### src/tcmp_pkg.sv
// Package with spans, widths and encodings for the tightly coupled memory port
package tcmp_pkg;
    localparam int ADDR_W = 32;
    localparam int DATA_W = 32;
    localparam int BE_W = 4;
    localparam int IDX_W = 10;
    // Instruction span: 4 KB at a build-time base
    localparam logic [31:0] ITCM_BASE = 32'h0001_0000;
    localparam int ITCM_SPAN_BITS = 12;
    // Data span: 4 KB at a build-time base
    localparam logic [31:0] DTCM_BASE = 32'h0002_0000;
    localparam int DTCM_SPAN_BITS = 12;
    // Fixed read latency of the memory slave in cycles
    localparam int READ_LAT = 1;
    localparam logic [31:0] ZERO_WORD = 32'h0000_0000;
    localparam logic [3:0] ZERO_BE = 4'h0;
    // Cache operation codes on the data request
    typedef enum logic [1:0] {
        TCMP_OP_NONE,
        TCMP_OP_FLUSH,
        TCMP_OP_INVAL
    } tcmp_cop_type;
endpackage

### src/tcmp_span_if.sv
// Interface carrying one span decoder's address and match result
`timescale 1ns/10ps
interface tcmp_span_if;
    logic [31:0] addr;
    logic hit;
    modport dec (input addr, output hit);
    modport user (output addr, input hit);
endinterface

### src/tcmp_span_dec.sv
// Span decoder comparing the address bits above the span size with a base
`timescale 1ns/10ps
module tcmp_span_dec
    import tcmp_pkg::*;
#(
    parameter logic [31:0] BASE = 32'h0000_0000,
    parameter int SPAN_BITS = 12
)
(
    tcmp_span_if.dec span
);
    // Only the upper bits take part, so the span is size aligned
    assign span.hit = (span.addr[31:SPAN_BITS] == BASE[31:SPAN_BITS]);
endmodule

### src/tcmp_core_port.sv
// Function
// RULE_01: Each tightly coupled port links exactly one master to one slave.
// RULE_02: Tightly coupled data path is fixed at 32 bits both ways.
// RULE_03: No dynamic bus sizing; accesses are never split or merged.
// RULE_04: Slave returns read data one cycle later, writes at once, no waits.
// RULE_05: Core decodes every instruction and data address against the spans.
// RULE_06: Addresses inside a span go to the matching tightly coupled port.
// RULE_07: Span accesses bypass the instruction and data caches entirely.
// RULE_08: Cache management operations never affect tightly coupled memory.
// RULE_09: The slave must be writable on-chip RAM, never ROM.
// RULE_10: Each tightly coupled master uses one unshared memory slave port.
// RULE_11: A memory attaches to only one tightly coupled master.
// RULE_12: Instruction port gives fixed latency reads; data port reads and writes.
// RULE_13: Tightly coupled ports are separate from regular master ports.
// RULE_14: Spans sit in ordinary address space, reached by normal loads and fetches.
// RULE_15: Access time is constant with no arbitration delay.
// RULE_16: The slave is exactly one port of an on-chip synchronous memory.
// RULE_17: Instruction tightly coupled master only reads, never writes.
// RULE_18: Span match compares only bits above the build-time span size.
// RULE_19: Data write presents address, data, enables in one cycle, no stall.
`timescale 1ns/10ps
module tcmp_core_port
    import tcmp_pkg::*;
(
    // Clock and reset
    input wire logic core_clk,
    input wire logic srst,
    // Core instruction fetch request
    input wire logic fetch_req,
    input wire logic [31:0] fetch_addr,
    output logic fetch_valid,
    output logic [31:0] fetch_data,
    // Core data request
    input wire logic data_req,
    input wire logic data_wr,
    input wire logic [31:0] data_addr,
    input wire logic [31:0] data_wdata,
    input wire logic [3:0] data_be,
    input wire tcmp_cop_type data_cop,
    output logic data_valid,
    output logic [31:0] data_rdata,
    // Regular instruction master toward the cache path
    output logic imst_read,
    output logic [31:0] imst_addr,
    input wire logic imst_valid,
    input wire logic [31:0] imst_rdata,
    // Regular data master toward the cache path
    output logic dmst_read,
    output logic dmst_write,
    output logic [31:0] dmst_addr,
    output logic [31:0] dmst_wdata,
    output logic [3:0] dmst_be,
    output tcmp_cop_type dmst_cop,
    input wire logic dmst_valid,
    input wire logic [31:0] dmst_rdata,
    // Tightly coupled instruction port to one RAM port
    output logic itcm_read,
    output logic [IDX_W-1:0] itcm_addr,
    input wire logic [31:0] itcm_rdata,
    // Tightly coupled data port to one RAM port
    output logic dtcm_read,
    output logic dtcm_write,
    output logic [IDX_W-1:0] dtcm_addr,
    output logic [31:0] dtcm_wdata,
    output logic [3:0] dtcm_be,
    input wire logic [31:0] dtcm_rdata
);
    tcmp_span_if ispan ();
    tcmp_span_if dspan ();

    // RULE_14: plain byte addresses
    // RULE_05: decode fetch address
    assign ispan.addr = fetch_addr;
    // RULE_05: decode data address
    assign dspan.addr = data_addr;

    // RULE_18: instruction span match
    tcmp_span_dec #(.BASE(ITCM_BASE), .SPAN_BITS(ITCM_SPAN_BITS)) u_idec (.span(ispan));
    // RULE_18: data span match
    tcmp_span_dec #(.BASE(DTCM_BASE), .SPAN_BITS(DTCM_SPAN_BITS)) u_ddec (.span(dspan));

    logic next_itcm_read;
    logic [IDX_W-1:0] next_itcm_addr;
    logic next_dtcm_read;
    logic next_dtcm_write;
    logic [IDX_W-1:0] next_dtcm_addr;
    logic [31:0] next_dtcm_wdata;
    logic [3:0] next_dtcm_be;
    logic next_imst_read;
    logic [31:0] next_imst_addr;
    logic next_dmst_read;
    logic next_dmst_write;
    logic [31:0] next_dmst_addr;
    logic [31:0] next_dmst_wdata;
    logic [3:0] next_dmst_be;
    tcmp_cop_type next_dmst_cop;
    // Read-pending flags for the cycle when the RAM returns data
    logic ipend;
    logic dpend;
    logic next_ipend;
    logic next_dpend;
    logic next_fetch_valid;
    logic [31:0] next_fetch_data;
    logic next_data_valid;
    logic [31:0] next_data_rdata;
    logic is_cop;

    // Steering of requests onto the tightly coupled or regular ports
    always_comb
    begin
        is_cop = (data_cop != TCMP_OP_NONE);
        // RULE_06: in-span fetch goes to instruction port
        // RULE_17: instruction port never writes
        next_itcm_read = fetch_req && ispan.hit;
        next_itcm_addr = fetch_addr[ITCM_SPAN_BITS-1:2];
        // RULE_13: separate regular master
        // RULE_07: cache master only sees out-of-span fetches
        next_imst_read = fetch_req && !ispan.hit;
        next_imst_addr = fetch_addr;
        // RULE_06: in-span load or store to data port
        // RULE_08: cache operations never reach the RAM
        // RULE_19: one-cycle write, full word and enables
        next_dtcm_read = data_req && dspan.hit && !data_wr && !is_cop;
        next_dtcm_write = data_req && dspan.hit && data_wr && !is_cop;
        next_dtcm_addr = data_addr[DTCM_SPAN_BITS-1:2];
        // RULE_02: full 32-bit word
        // RULE_03: word and enables passed unchanged
        next_dtcm_wdata = data_wdata;
        next_dtcm_be = data_be;
        // RULE_07: cache path only for out-of-span accesses
        // RULE_08: in-span cache operations are dropped
        next_dmst_read = data_req && !dspan.hit && !data_wr && !is_cop;
        next_dmst_write = data_req && !dspan.hit && data_wr && !is_cop;
        next_dmst_addr = data_addr;
        next_dmst_wdata = data_wdata;
        next_dmst_be = data_be;
        next_dmst_cop = (data_req && !dspan.hit) ? data_cop : TCMP_OP_NONE;
        next_ipend = itcm_read;
        next_dpend = dtcm_read;
        // RULE_04: RAM data one cycle after the strobe, no waits
        // RULE_15: fixed latency, no arbitration on this path
        if (ipend)
        begin
            next_fetch_valid = 1'b1;
            next_fetch_data = itcm_rdata;
        end
        else
        begin
            next_fetch_valid = imst_valid;
            next_fetch_data = imst_valid ? imst_rdata : ZERO_WORD;
        end
        // RULE_12: fixed latency data reads
        if (dpend)
        begin
            next_data_valid = 1'b1;
            next_data_rdata = dtcm_rdata;
        end
        else
        begin
            next_data_valid = dmst_valid;
            next_data_rdata = dmst_valid ? dmst_rdata : ZERO_WORD;
        end
    end

    // Registers for all ports; outputs come straight from flip-flops
    // RULE_01: one master, one slave
    // RULE_10: unshared slave port
    // RULE_11: one memory per master
    always_ff @(posedge core_clk)
    begin
        if (srst)
        begin
            itcm_read <= 1'b0;
            itcm_addr <= '0;
            dtcm_read <= 1'b0;
            dtcm_write <= 1'b0;
            dtcm_addr <= '0;
            dtcm_wdata <= ZERO_WORD;
            dtcm_be <= ZERO_BE;
            imst_read <= 1'b0;
            imst_addr <= ZERO_WORD;
            dmst_read <= 1'b0;
            dmst_write <= 1'b0;
            dmst_addr <= ZERO_WORD;
            dmst_wdata <= ZERO_WORD;
            dmst_be <= ZERO_BE;
            dmst_cop <= TCMP_OP_NONE;
            ipend <= 1'b0;
            dpend <= 1'b0;
            fetch_valid <= 1'b0;
            fetch_data <= ZERO_WORD;
            data_valid <= 1'b0;
            data_rdata <= ZERO_WORD;
        end
        else
        begin
            itcm_read <= next_itcm_read;
            itcm_addr <= next_itcm_addr;
            dtcm_read <= next_dtcm_read;
            dtcm_write <= next_dtcm_write;
            dtcm_addr <= next_dtcm_addr;
            dtcm_wdata <= next_dtcm_wdata;
            dtcm_be <= next_dtcm_be;
            imst_read <= next_imst_read;
            imst_addr <= next_imst_addr;
            dmst_read <= next_dmst_read;
            dmst_write <= next_dmst_write;
            dmst_addr <= next_dmst_addr;
            dmst_wdata <= next_dmst_wdata;
            dmst_be <= next_dmst_be;
            dmst_cop <= next_dmst_cop;
            ipend <= next_ipend;
            dpend <= next_dpend;
            fetch_valid <= next_fetch_valid;
            fetch_data <= next_fetch_data;
            data_valid <= next_data_valid;
            data_rdata <= next_data_rdata;
        end
    end

    // Checks on steering and latency
    a_ifetch_steer: assert property (@(posedge core_clk) disable iff (srst)
        fetch_req && ispan.hit |=> itcm_read && !imst_read) // RULE_06
        else $error("in-span fetch not on instruction port");
    a_cache_bypass: assert property (@(posedge core_clk) disable iff (srst)
        data_req && dspan.hit |=> !dmst_read && !dmst_write) // RULE_07
        else $error("in-span data access reached cache master");
    a_cop_ignored: assert property (@(posedge core_clk) disable iff (srst)
        data_req && dspan.hit && data_cop != TCMP_OP_NONE
        |=> !dtcm_read && !dtcm_write && dmst_cop == TCMP_OP_NONE) // RULE_08
        else $error("cache operation touched tightly coupled memory");
    a_ilat_fixed: assert property (@(posedge core_clk) disable iff (srst)
        itcm_read |-> ##2 fetch_valid && fetch_data == $past(itcm_rdata)) // RULE_15
        else $error("instruction port latency not fixed");
    a_dlat_fixed: assert property (@(posedge core_clk) disable iff (srst)
        dtcm_read |-> ##2 data_valid && data_rdata == $past(dtcm_rdata)) // RULE_12
        else $error("data port latency not fixed");
    a_wr_one_cycle: assert property (@(posedge core_clk) disable iff (srst)
        data_req && data_wr && dspan.hit && data_cop == TCMP_OP_NONE
        |=> dtcm_write && dtcm_wdata == $past(data_wdata)
            && dtcm_be == $past(data_be)) // RULE_19
        else $error("data write not presented whole");
    a_wr_no_read: assert property (@(posedge core_clk) disable iff (srst)
        !(dtcm_read && dtcm_write)) // RULE_03
        else $error("read and write at once on data port");
    a_span_match: assert property (@(posedge core_clk) disable iff (srst)
        fetch_req && fetch_addr[31:ITCM_SPAN_BITS] != ITCM_BASE[31:ITCM_SPAN_BITS]
        |=> !itcm_read && imst_read) // RULE_18
        else $error("out-of-span fetch on instruction port");
    a_addr_decode: assert property (@(posedge core_clk) disable iff (srst)
        data_req && !data_wr && data_cop == TCMP_OP_NONE
        |=> dtcm_read != dmst_read) // RULE_05
        else $error("data load not steered to exactly one port");
endmodule

### config.mk
export PLATFORM = sky130hd
export DESIGN_NAME = tcmp_core_port
export DESIGN_NICKNAME = d
export VERILOG_FILES = /design/src/tcmp_pkg.sv /design/src/tcmp_span_if.sv /design/src/tcmp_span_dec.sv /design/src/tcmp_core_port.sv
export SDC_FILE = /design/constraint.sdc
export NUM_CORES = 1
export LEC_CHECK = 0
export BUFFER_PORTS_ARGS = -buffer_cell sky130_fd_sc_hd__buf_2
export CORE_AREA = 2 2 181 183
export DETAILED_ROUTE_END_ITERATION = 8
export DIE_AREA = 0 0 183 185
export GPL_TIMING_DRIVEN = 0
export PLACE_DENSITY = 0.41
export SYNTH_ARGS = -nofsm -noshare
export SYNTH_HDL_FRONTEND = slang
export SYNTH_SLANG_ARGS = --single-unit
### constraint.sdc
create_clock -name core_clk -period 2.1 [get_ports core_clk]
set_clock_uncertainty 0.1 [all_clocks]
set_input_delay 0.21 -clock core_clk [delete_from_list [all_inputs] [get_ports core_clk]]
set_output_delay 0.21 -clock core_clk [all_outputs]
set_load 0.02 [all_outputs]
* Yosys cells after proc, flatten, opt, wreduce, memory -nomap -nowiden
Cells that the tools add are included.
** Word-level totals
- Flip-flop bits (word level) :: 196
- Input port bits :: 237
- Output and inout port bits :: 230
- Logic and storage cells :: 46
** Operators by class
- Equality and inequality tests :: 2
- Mux-type cells :: 6
- Bitwise logic cells :: 1
- Reductions and logical operators :: 18
** Operator list (count)
- 32-bit two-way mux :: 4
- 20-bit by 5-bit equality test with 1-bit output, second input constant :: 1
- 20-bit by 6-bit equality test with 1-bit output, second input constant :: 1
- 1-bit logical AND :: 12
- 1-bit zero test :: 4
- 1-bit two-way mux :: 2
- 2-bit nonzero test :: 1
- 2-bit OR reduction :: 1
- 1-bit inverter :: 1

* Depth between registers and ports, before layout
Gate-level depths: netlist of run 1.
- Depth in word-level cells :: 5
- Mapped depth :: 5
- Gate-level depth less buffers :: 3

* Cells and area by module
A second synthesis of run 1 with hierarchy kept.
** Second synthesis, totals
- Cells, all modules :: 597
- Area total of the unflattened synthesis :: 6028.3 um^2
** By module, submodules not included
- tcmp_core_port :: instances 1, cells an instance 581, area each 5898.2 um^2, seq. area each 3523.4 um^2
- tcmp_span_dec :: instances 2, cells an instance 8, area each 65.1 um^2, seq. area each 0.0 um^2

* Worst setup path after synthesis of run 1
Ideal clock, no wire load.
- Path type :: flip-flop to flip-flop
- Start point :: register ipend
- End point :: register fetch_data[30]
- Library setup time :: 0.117 ns
- Data arrival time :: 0.835 ns
- Data required time :: 1.883 ns
- Setup slack :: 1.048 ns
- Stages on the path, launching flop included :: 6
- Buffers on the path :: 2
- Period minus slack after synthesis :: 1.052 ns
- Path through :: dfxtp_1 buf_2 nor2b_4 buf_4 a22oi_1 nor2_1
** On the way
- Longest elaborated chain between the ends :: 1
** Ends and longest elaborated chain
- from (decl) :: line tcmp_core_port.sv:98 : logic ipend;
- from (signal assigned) :: line tcmp_core_port.sv:212 : ipend <= next_ipend;
- 32-bit two-way mux :: line tcmp_core_port.sv:142 : if (ipend)
- to (signal assigned) :: line tcmp_core_port.sv:215 : fetch_data <= next_fetch_data;
- to (decl) :: line tcmp_core_port.sv:32 : output logic [31:0] fetch_data,
No other way between the ends.
A chain may end at the register's enable or synchronous reset.

* Final worst setup path of run 1
- Start point :: input port fetch_addr[18]
- End point :: register itcm_read
** On the way
- Longest elaborated chain between the ends :: 2
** Ends and longest elaborated chain
- from (decl) :: line tcmp_core_port.sv:30 : input wire logic [31:0] fetch_addr,
- 20-bit by 5-bit equality test with 1-bit output :: line tcmp_span_dec.sv:13 : assign span.hit = (span.addr[31:SPAN_BITS] == BASE[31:SPAN_BITS]);
- 1-bit logical AND :: line tcmp_core_port.sv:114 : next_itcm_read = fetch_req && ispan.hit;
- to (signal assigned) :: line tcmp_core_port.sv:197 : itcm_read <= next_itcm_read;
- to (decl) :: line tcmp_core_port.sv:57 : output logic itcm_read,
No other way between the ends.

==> impl_metrics.json, run 1 <==
{
  "avgSynthCellArea_um2": 10.78,
  "crit_start": "fetch_addr[18]",
  "cp-end-kind": "flip-flop",
  "wirelength_mm": 24.07,
  "setup_tns_ns": 0,
  "peakVddDrop_uv": 500.2,
  "power_w": 0.008114,
  "clkLatencyLatePin_ns": 0.42,
  "clockBufferDepth": 2,
  "r2r.worst_path.cells": 6,
  "final_net_count": 1485,
  "ant_nets": 0,
  "hold_ws_ns": 0.01938,
  "synthXorXnorAreaFrac_pct": 0,
  "dr.pass1.iters": 4,
  "drive_gt1_share_pct": 46.47,
  "timing.rr.start": "dpend",
  "cts_buffers": 17,
  "critPathMaxFanout": 2,
  "grt_max_degree": 19,
  "syn_inst": 534,
  "rsz0062_at_grt": "false",
  "worst-setup-path-type": "primary input to flip-flop",
  "regToRegEndpoint": "data_rdata[3]",
  "final_common_cell": "buf_2",
  "worstPathRequired_ns": 2.37,
  "arrival_ns": 2.21,
  "power_density_nw_per_um2": 707.3,
  "drtIter0Drc": 159,
  "worst_pin_slew_ns": 0.5535,
  "grt_pass1_vias": 6439,
  "routed_via_density": 3.798,
  "die_h_um": 185,
  "synth_cell_type_count": 22,
  "cellLeakagePower_nw": 5.669,
  "fin_crit_ns": 1.947,
  "yosys_warnings": 0,
  "syn_to_final_growth_pct": 99.33,
  "start_util_pct": 17.96,
  "placed_area_um2": 8593,
  "cp-endpoint": "itcm_read",
  "topRoutingLayerUsed": "met4",
  "fin_area_um2": 11470,
  "hpwl_mm": 18.17,
  "relSlewSlack_pct": 63.10,
  "met2WireLength_mm": 12.75,
  "synth_top_family_by_area": "simple AND/OR/NAND/NOR gates",
  "synth_top_area_cell": "dfxtp_1",
  "grt_pass1_wl_mm": 34.63,
  "cts.clk_slew.worst_paths_ns": 0.07,
  "core_um2": 32040,
  "synth_mux_area_share_pct": 0,
  "synth_fp_nets": 771,
  "dieArea_um2": 33860,
  "layout_common_cells": "481 x buf_2, 230 x dlygate4sd3_1, 176 x dfxtp_1, 103 x nor2b_1, 66 x nor2_1",
  "fmax_mhz": 513.5,
  "synth_fa_ha_area_share_pct": 0,
  "ios": 467,
  "drt-met1-wl_mm": 9.138,
  "root_buffer": "clkbuf_16",
  "cts.sinks": 176,
  "hold_viol_final": 0,
  "drc": 0,
  "htreeDepth": 4,
  "synthTopCellsByArea": "dfxtp_1 61%, nor2b_1 11%, a22oi_1 8.1%, buf_4 8.1%, nor2_1 4.3%",
  "finish.utilization_pct": 35.81,
  "setup_violations": 0,
  "slew_violations": 0,
  "synth_seq_area_share_pct": 61.22,
  "place.port_buffers": 465,
  "insertedDiodeCount": 0,
  "wire_per_inst_um": 14.42,
  "synth_simple_gate_area_share_pct": 19.28,
  "post-route-period-util_pct": 92.74,
  "wl_met3_mm": 1.751,
  "start_kind": "primary input",
  "yosysTopAreaCellShare_pct": 61.22,
  "synth_compound_area_share_pct": 8.783,
  "gp_congestion": 0.7561,
  "hold_class": "primary input to flip-flop",
  "outcome": "finished clean",
  "cts-resized-gates": 0,
  "grtUsageTotal_pct": 13.49,
  "ys_ff_latch": 176,
  "r2r_setup_slack_ns": 0.26,
  "die_width_um": 183,
  "antenna_found_initial": 0,
  "via_count": 6339,
  "grt_overflow": 0,
  "num_rows": 66,
  "holdPathStages": 3,
  "syn_area_um2": 5756,
  "maxCapViolCount": 0,
  "cts_tree": "done"
}
[worst max-delay path, cell delays in order]
cell           delay [ns]
dlygate4sd3_1        0.52
buf_2                0.12
nor4_1               0.39
nand3_1              0.19
nor3_1               0.22
dlygate4sd3_1        0.56
[kinds of logic (layout without fill, tap and decap cells)]
kind of cell | after synthesis | in the layout
AND/OR/NAND/NOR | 200 | 200
flip-flops | 176 | 176
buffers and inverters | 89 | 816
AO/OA/AOI/OAI | 69 | 69
[synthesized netlist by cell type]
cell type  count
dfxtp_1      176
nor2b_1      103
nor2_1        66
a22oi_1       62
buf_4         62
buf_2         16
clkbuf_1       7
a21oi_1        6
nand2_1        6
nor4_1         5
buf_6          4
nand3_1        3
nand3b_1       3
nor3_1         3
nor4_2         3
nor2b_4        2
nor4b_1        2
and2_1         1
and3_1         1
nand2b_1       1
nor3_2         1
o21ba_2        1
[power by group]
group          internal [W]  total [W]  leakage, nW  switching (W)
Combinational      0.000746    0.00140         3.93       0.000657
Sequential          0.00349    0.00355         1.46      0.0000602
Clock               0.00162    0.00316        0.284        0.00154
Total               0.00586    0.00811         5.67        0.00226
[registers in the layout, summed over array words and instances, names as in the netlist, 2 cells and up]
name and cells:
data_rdata 32, dmst_addr 32, dmst_cop 2, dtcm_be 4, dtcm_wdata 32, fetch_data 32
imst_addr 32
[worst min-delay path by stage]
stage / from / to
5_1_grt: dtcm_rdata[28] / data_rdata[28]
3_3_place_gp: data_addr[5] / dmst_addr[5]
6_report: imst_rdata[9] / fetch_data[9]
3_5_place_dp: data_wdata[15] / dtcm_wdata[15]
4_1_cts: dmst_rdata[19] / data_rdata[19]
2_1_floorplan: imst_valid / fetch_valid
[stage by stage]
stage | cells | worst slack (ns)
2_1_floorplan | 534 | 1.048
5_1_grt | 1669 | 0.01097
3_3_place_gp | 1407 | 0.5747
4_1_cts | 1668 | 0.1815
3_5_place_dp | 1407 | 0.5876
6_report | 1669 | 0.1525
[area by class of cell]
| type | count | area (um2) |
|---|---|---|
| plain buffers | 89 | 616.8 |
| clock buffers | 18 | 439.2 |
| clock inverters | 14 | 137.6 |
| fillers | 3242 | 20570 |
| multi-input cells | 269 | 1615 |
| flip-flops and latches | 176 | 3523 |
| well taps | 408 | 510.5 |
| repair buffers | 695 | 4629 |
[timing repair]
action	4_1_cts	5_1_grt
setup buffers	0	0
hold endpoints to repair	170	1
hold buffers	229	1
[metal layers]
metal	GRT usage, %	vias up
met5	0	-
met4	4.288	0
met3	3.952	22
met2	25.97	313
met1	13.98	2875
li1	-	3129
Power figures use the tool's default switching activity.
==> run 2: changes to the inputs <==
Settings changed: HOLD_SLACK_MARGIN set to 0.05.
==> run 2 against run 1 <==
  * Count of clock-buffer cells in the layout unchanged
  * Clock power about the same
  * First-iteration DRC count shrank 10%
  * Final area rose by 0.44%
  * Sequential power barely moved
  * Wire length is 0.18% higher
  * Combinational power about the same
  * Via count about the same
  * Die area stayed put
==> impl_metrics.json, run 2 (synthesized netlist as in run 1, its figures left out) <==
{
  "cts.clk_slew.worst_paths_ns": 0.07,
  "final_common_cell": "buf_2",
  "start_kind": "primary input",
  "grt_overflow": 0,
  "multiInputGateArea_um2": 1615,
  "drc": 0,
  "cpMostUsedCell": "dlygate4sd3_1",
  "cp-end-kind": "flip-flop",
  "drive_gt1_share_pct": 46.29,
  "htreeDepth": 4,
  "rsz0062_at_grt": "false",
  "drtIter0Drc": 143,
  "dr.pass1.iters": 4,
  "ios": 467,
  "grt_pass1_wl_mm": 34.73,
  "arrival_ns": 2.21,
  "cts-resized-gates": 0,
  "power_density_nw_per_um2": 704.7,
  "layout_common_cells": "481 x buf_2, 235 x dlygate4sd3_1, 176 x dfxtp_1, 103 x nor2b_1, 66 x nor2_1",
  "wirelength_mm": 24.11,
  "place.port_buffers": 465,
  "cellLeakagePower_nw": 5.682,
  "grtUsageTotal_pct": 13.52,
  "clockBufferDepth": 2,
  "fin_area_um2": 11520,
  "final_net_count": 1490,
  "worstPathRequired_ns": 2.37,
  "cts_tree": "done",
  "setup_tns_ns": 0,
  "hpwl_mm": 18.17,
  "via_count": 6345,
  "relSlewSlack_pct": 63.10,
  "gp_congestion": 0.7561,
  "routed_via_density": 3.790,
  "critPathMaxFanout": 2,
  "power_w": 0.008120,
  "path_buf_inv": 3,
  "wire_per_inst_um": 14.41,
  "fmax_mhz": 513.6,
  "start_util_pct": 17.96,
  "die_width_um": 183,
  "cts.sinks": 176,
  "path_cells": "dlygate4sd3_1 -> buf_2 -> nor4_1 -> nand3_1 -> nor3_1 -> dlygate4sd3_1",
  "num_rows": 66,
  "insertedDiodeCount": 0,
  "dieArea_um2": 33860,
  "grt_max_degree": 19,
  "setup_violations": 0,
  "maxCapViolCount": 0,
  "placed_area_um2": 8593,
  "critPathTopFamily": "buffers and inverters",
  "root_buffer": "clkbuf_16",
  "cts_buffers": 17,
  "hold_class": "primary input to flip-flop",
  "die_h_um": 185,
  "post-route-period-util_pct": 92.72,
  "slowest_delay_ns": 0.56,
  "cts_hold_buf": 235,
  "post_cts_buffers": 0,
  "clkLatencyLatePin_ns": 0.42,
  "outcome": "finished clean",
  "core_um2": 32040,
  "worst_pin_slew_ns": 0.5535,
  "ant_nets": 0,
  "final.fill_count": 3240,
  "antenna_found_initial": 0,
  "fin_crit_ns": 1.947,
  "slew_violations": 0,
  "grt_pass1_vias": 6477,
  "hold_viol_final": 0,
  "regArea_um2": 3523,
  "peakVddDrop_uv": 500.3,
  "cp_slowest_cell": "dlygate4sd3_1",
  "worst-setup-path-type": "primary input to flip-flop",
  "syn_to_final_growth_pct": 100.2
}
-- run 2: final timing paths --
path / slack (ns) / startpoint / to / cells past startpoint
max: 0.15 / fetch_addr[18] / itcm_read / 6
min: 0.08 / dmst_rdata[27] / data_rdata[27] / 3
max reg2reg: 0.25 / dpend / data_rdata[28] / 6
min reg2reg: 0.38 / dtcm_read / dpend / 1
-- run 2: power breakdown --
part	switching, W	internal, W
sequential	0.0000602	0.00349
clock	0.00154	0.00162
combinational	0.000658	0.000752
total	0.00226	0.00586
-- run 2: worst reg2reg max path: cells and delay by family (launching register included) --
kind,cells,cell delay (ns)
compound gates,1,0.08
buf+inv,3,0.97
flops,1,0.30
simple gates,2,0.33
-- run 2: cell type report --
class | instances | area share, %
Clock inverter | 14 | 1.194
Buffer | 89 | 5.353
Clock buffer | 18 | 3.811
Tap cell | 408 | 4.430
Multi-Input combinational cell | 269 | 14.02
Sequential cell | 176 | 30.58
Timing Repair Buffer | 700 | 40.61
-- run 2: stage by stage --
| stage | setup WS, ns | utilization (%) | hold slack (ns) | instances |
|---|---|---|---|---|
| global route | 0.01097 | 35.96 | 0.05504 | 1674 |
| CTS | 0.1815 | 35.96 | 0.08056 | 1674 |
| floorplan | 1.048 | - | 0.2258 | 534 |
| global placement | 0.5747 | 26.82 | 0.3170 | 1407 |
| detailed placement | 0.5876 | 26.82 | 0.3218 | 1407 |
| finish | 0.1529 | 35.96 | 0.08469 | 1674 |
-- run 2: layer usage --
metal | wire length [um] | track usage [%] | vias up
li1 | - | - | 3139
met1 | 9212 | 14.00 | 2879
met2 | 12740 | 26.03 | 305
met3 | 1728 | 3.952 | 22
met4 | 434 | 4.288 | 0
met5 | 0 | 0 | -
==> run 3: changes to the inputs <==
Settings changed: RECOVER_POWER set to 25.
==> run 3 against run 2 <==
  * Count of clock-buffer cells in the layout did not move
  * Core utilization is 0.066 points lower
  * Largest power group unchanged
  * Final cell count is the same
  * First-iteration DRC count unchanged
  * Die area is the same
  * Largest cell class unchanged
  * Sequential share of layout area increased by 0.057 points
  * Setup slack got worse by 0.010 ns
  * Clock power is essentially flat
  * Via count decreased by 0.14%
==> impl_metrics.json, run 3 (synthesized netlist as in run 1, its figures left out) <==
{
  "clockBufferDepth": 2,
  "holdPathEnd": "data_rdata[27]",
  "insertedDiodeCount": 0,
  "gp_congestion": 0.7561,
  "grt_overflow": 0,
  "final_net_count": 1490,
  "cts_tree": "done",
  "cellLeakagePower_nw": 5.659,
  "placed_area_um2": 8593,
  "num_rows": 66,
  "setup_tns_ns": 0,
  "slew_violations": 0,
  "worst_slack_ns": 0.1426,
  "crit_start": "fetch_addr[21]",
  "fin_crit_ns": 1.957,
  "cts.clk_slew.worst_paths_ns": 0.07,
  "drtIter0Drc": 143,
  "cp-end-kind": "flip-flop",
  "fmax_mhz": 510.9,
  "core_um2": 32040,
  "antenna_found_initial": 0,
  "regToRegEndpoint": "data_rdata[28]",
  "power_density_nw_per_um2": 705.0,
  "htreeDepth": 4,
  "hold_viol_final": 0,
  "hold_class": "primary input to flip-flop",
  "grt_pass1_vias": 6477,
  "wirelength_mm": 24.11,
  "clkLatencyLatePin_ns": 0.42,
  "ios": 467,
  "critPathMaxFanout": 2,
  "peakVddDrop_uv": 492.1,
  "worst_pin_slew_ns": 0.6425,
  "fin_area_um2": 11500,
  "worstPathRequired_ns": 2.36,
  "via_count": 6336,
  "start_util_pct": 17.96,
  "grt_max_degree": 19,
  "cts-resized-gates": 0,
  "maxCapViolCount": 0,
  "hpwl_mm": 18.17,
  "cts_buffers": 17,
  "r2r.worst_path.cells": 6,
  "routed_via_density": 3.785,
  "ant_nets": 0,
  "layout_common_cells": "476 x buf_2, 235 x dlygate4sd3_1, 176 x dfxtp_1, 103 x nor2b_1, 66 x nor2_1",
  "root_buffer": "clkbuf_16",
  "worstHoldStart": "dmst_rdata[27]",
  "start_kind": "primary input",
  "timing.rr.start": "dpend",
  "rsz0062_at_grt": "false",
  "syn_to_final_growth_pct": 99.83,
  "r2r_setup_slack_ns": 0.25,
  "grtUsageTotal_pct": 13.52,
  "drive_gt1_share_pct": 45.73,
  "place.port_buffers": 465,
  "dieArea_um2": 33860,
  "outcome": "finished clean",
  "dr.pass1.iters": 4,
  "post-route-period-util_pct": 93.21,
  "die_width_um": 183,
  "setup_violations": 0,
  "worst-setup-path-type": "primary input to flip-flop",
  "drc": 0,
  "holdPathStages": 3,
  "final_common_cell": "buf_2",
  "wire_per_inst_um": 14.40,
  "dp_slack_ns": 0.5876,
  "grt_pass1_wl_mm": 34.73,
  "cts.sinks": 176,
  "arrival_ns": 2.22,
  "die_h_um": 185,
  "relSlewSlack_pct": 57.17
}
==> run 3: cell types whose count changed in the layout (fill, tap and decap cells not counted), sizes merged <==
| cell | before | now |
|---|---|---|
| buf | 547 | 540 |
| clkbuf | 25 | 32 |
==> run 3: metal layers <==
metal	share of wire, %	up-vias	track usage, %
met3	7.7	20	3.952
met1	38	2870	14.00
met5	0	-	0
li1	-	3138	-
met2	53	308	26.03
met4	1.5	0	4.288
==> run 3: critical path, stage by stage <==
cell and delay [ns]:
dlygate4sd3_1 0.53, buf_2 0.12, nor4_1 0.38, nand3_1 0.20, nor3_1 0.22, dlygate4sd3_1 0.56
==> run 3: how the worst max path moves through the flow <==
stage                     endpoint  slack (ns)  depth (start not counted)
finish                   itcm_read        0.14                          6
global route             itcm_read        0.01                          6
CTS                      itcm_read        0.18                          6
detailed placement       dtcm_read        0.59                          4
global placement         dtcm_read        0.57                          4
floorplan           fetch_data[30]        1.05                          5
==> run 3: final cells by class <==
| class | count | area, um2 |
|---|---|---|
| multi-input cells | 269 | 1615 |
| fillers | 3242 | 20540 |
| repair buffers | 700 | 4677 |
| clock inverters | 14 | 137.6 |
| clock buffers | 18 | 439.2 |
| well taps | 408 | 510.5 |
| flip-flops and latches | 176 | 3523 |
| plain buffers | 89 | 598.1 |
==> run 3: through the flow <==
step	std cells	total power, W	utilization (%)	hold WS, ns
after floorplan	534	0.004177	-	0.2258
after global placement	1407	0.004710	26.82	0.3170
after detailed placement	1407	0.004708	26.82	0.3218
after CTS	1674	0.008286	35.96	0.08056
after global routing	1674	0.008515	35.89	0.05504
final	1674	0.008109	35.89	0.08775
==> run 3: timing repair <==
item	in CTS	in global routing
setup buffers	0	0
hold endpoints to repair	172	0
hold buffers	235	0
==> run 3: report_power, final <==
part	switching, W	internal (W)	leakage [nW]
logic	0.000658	0.000747	3.92
clock network	0.00153	0.00162	0.284
registers	0.0000602	0.00349	1.46
total	0.00225	0.00586	5.66
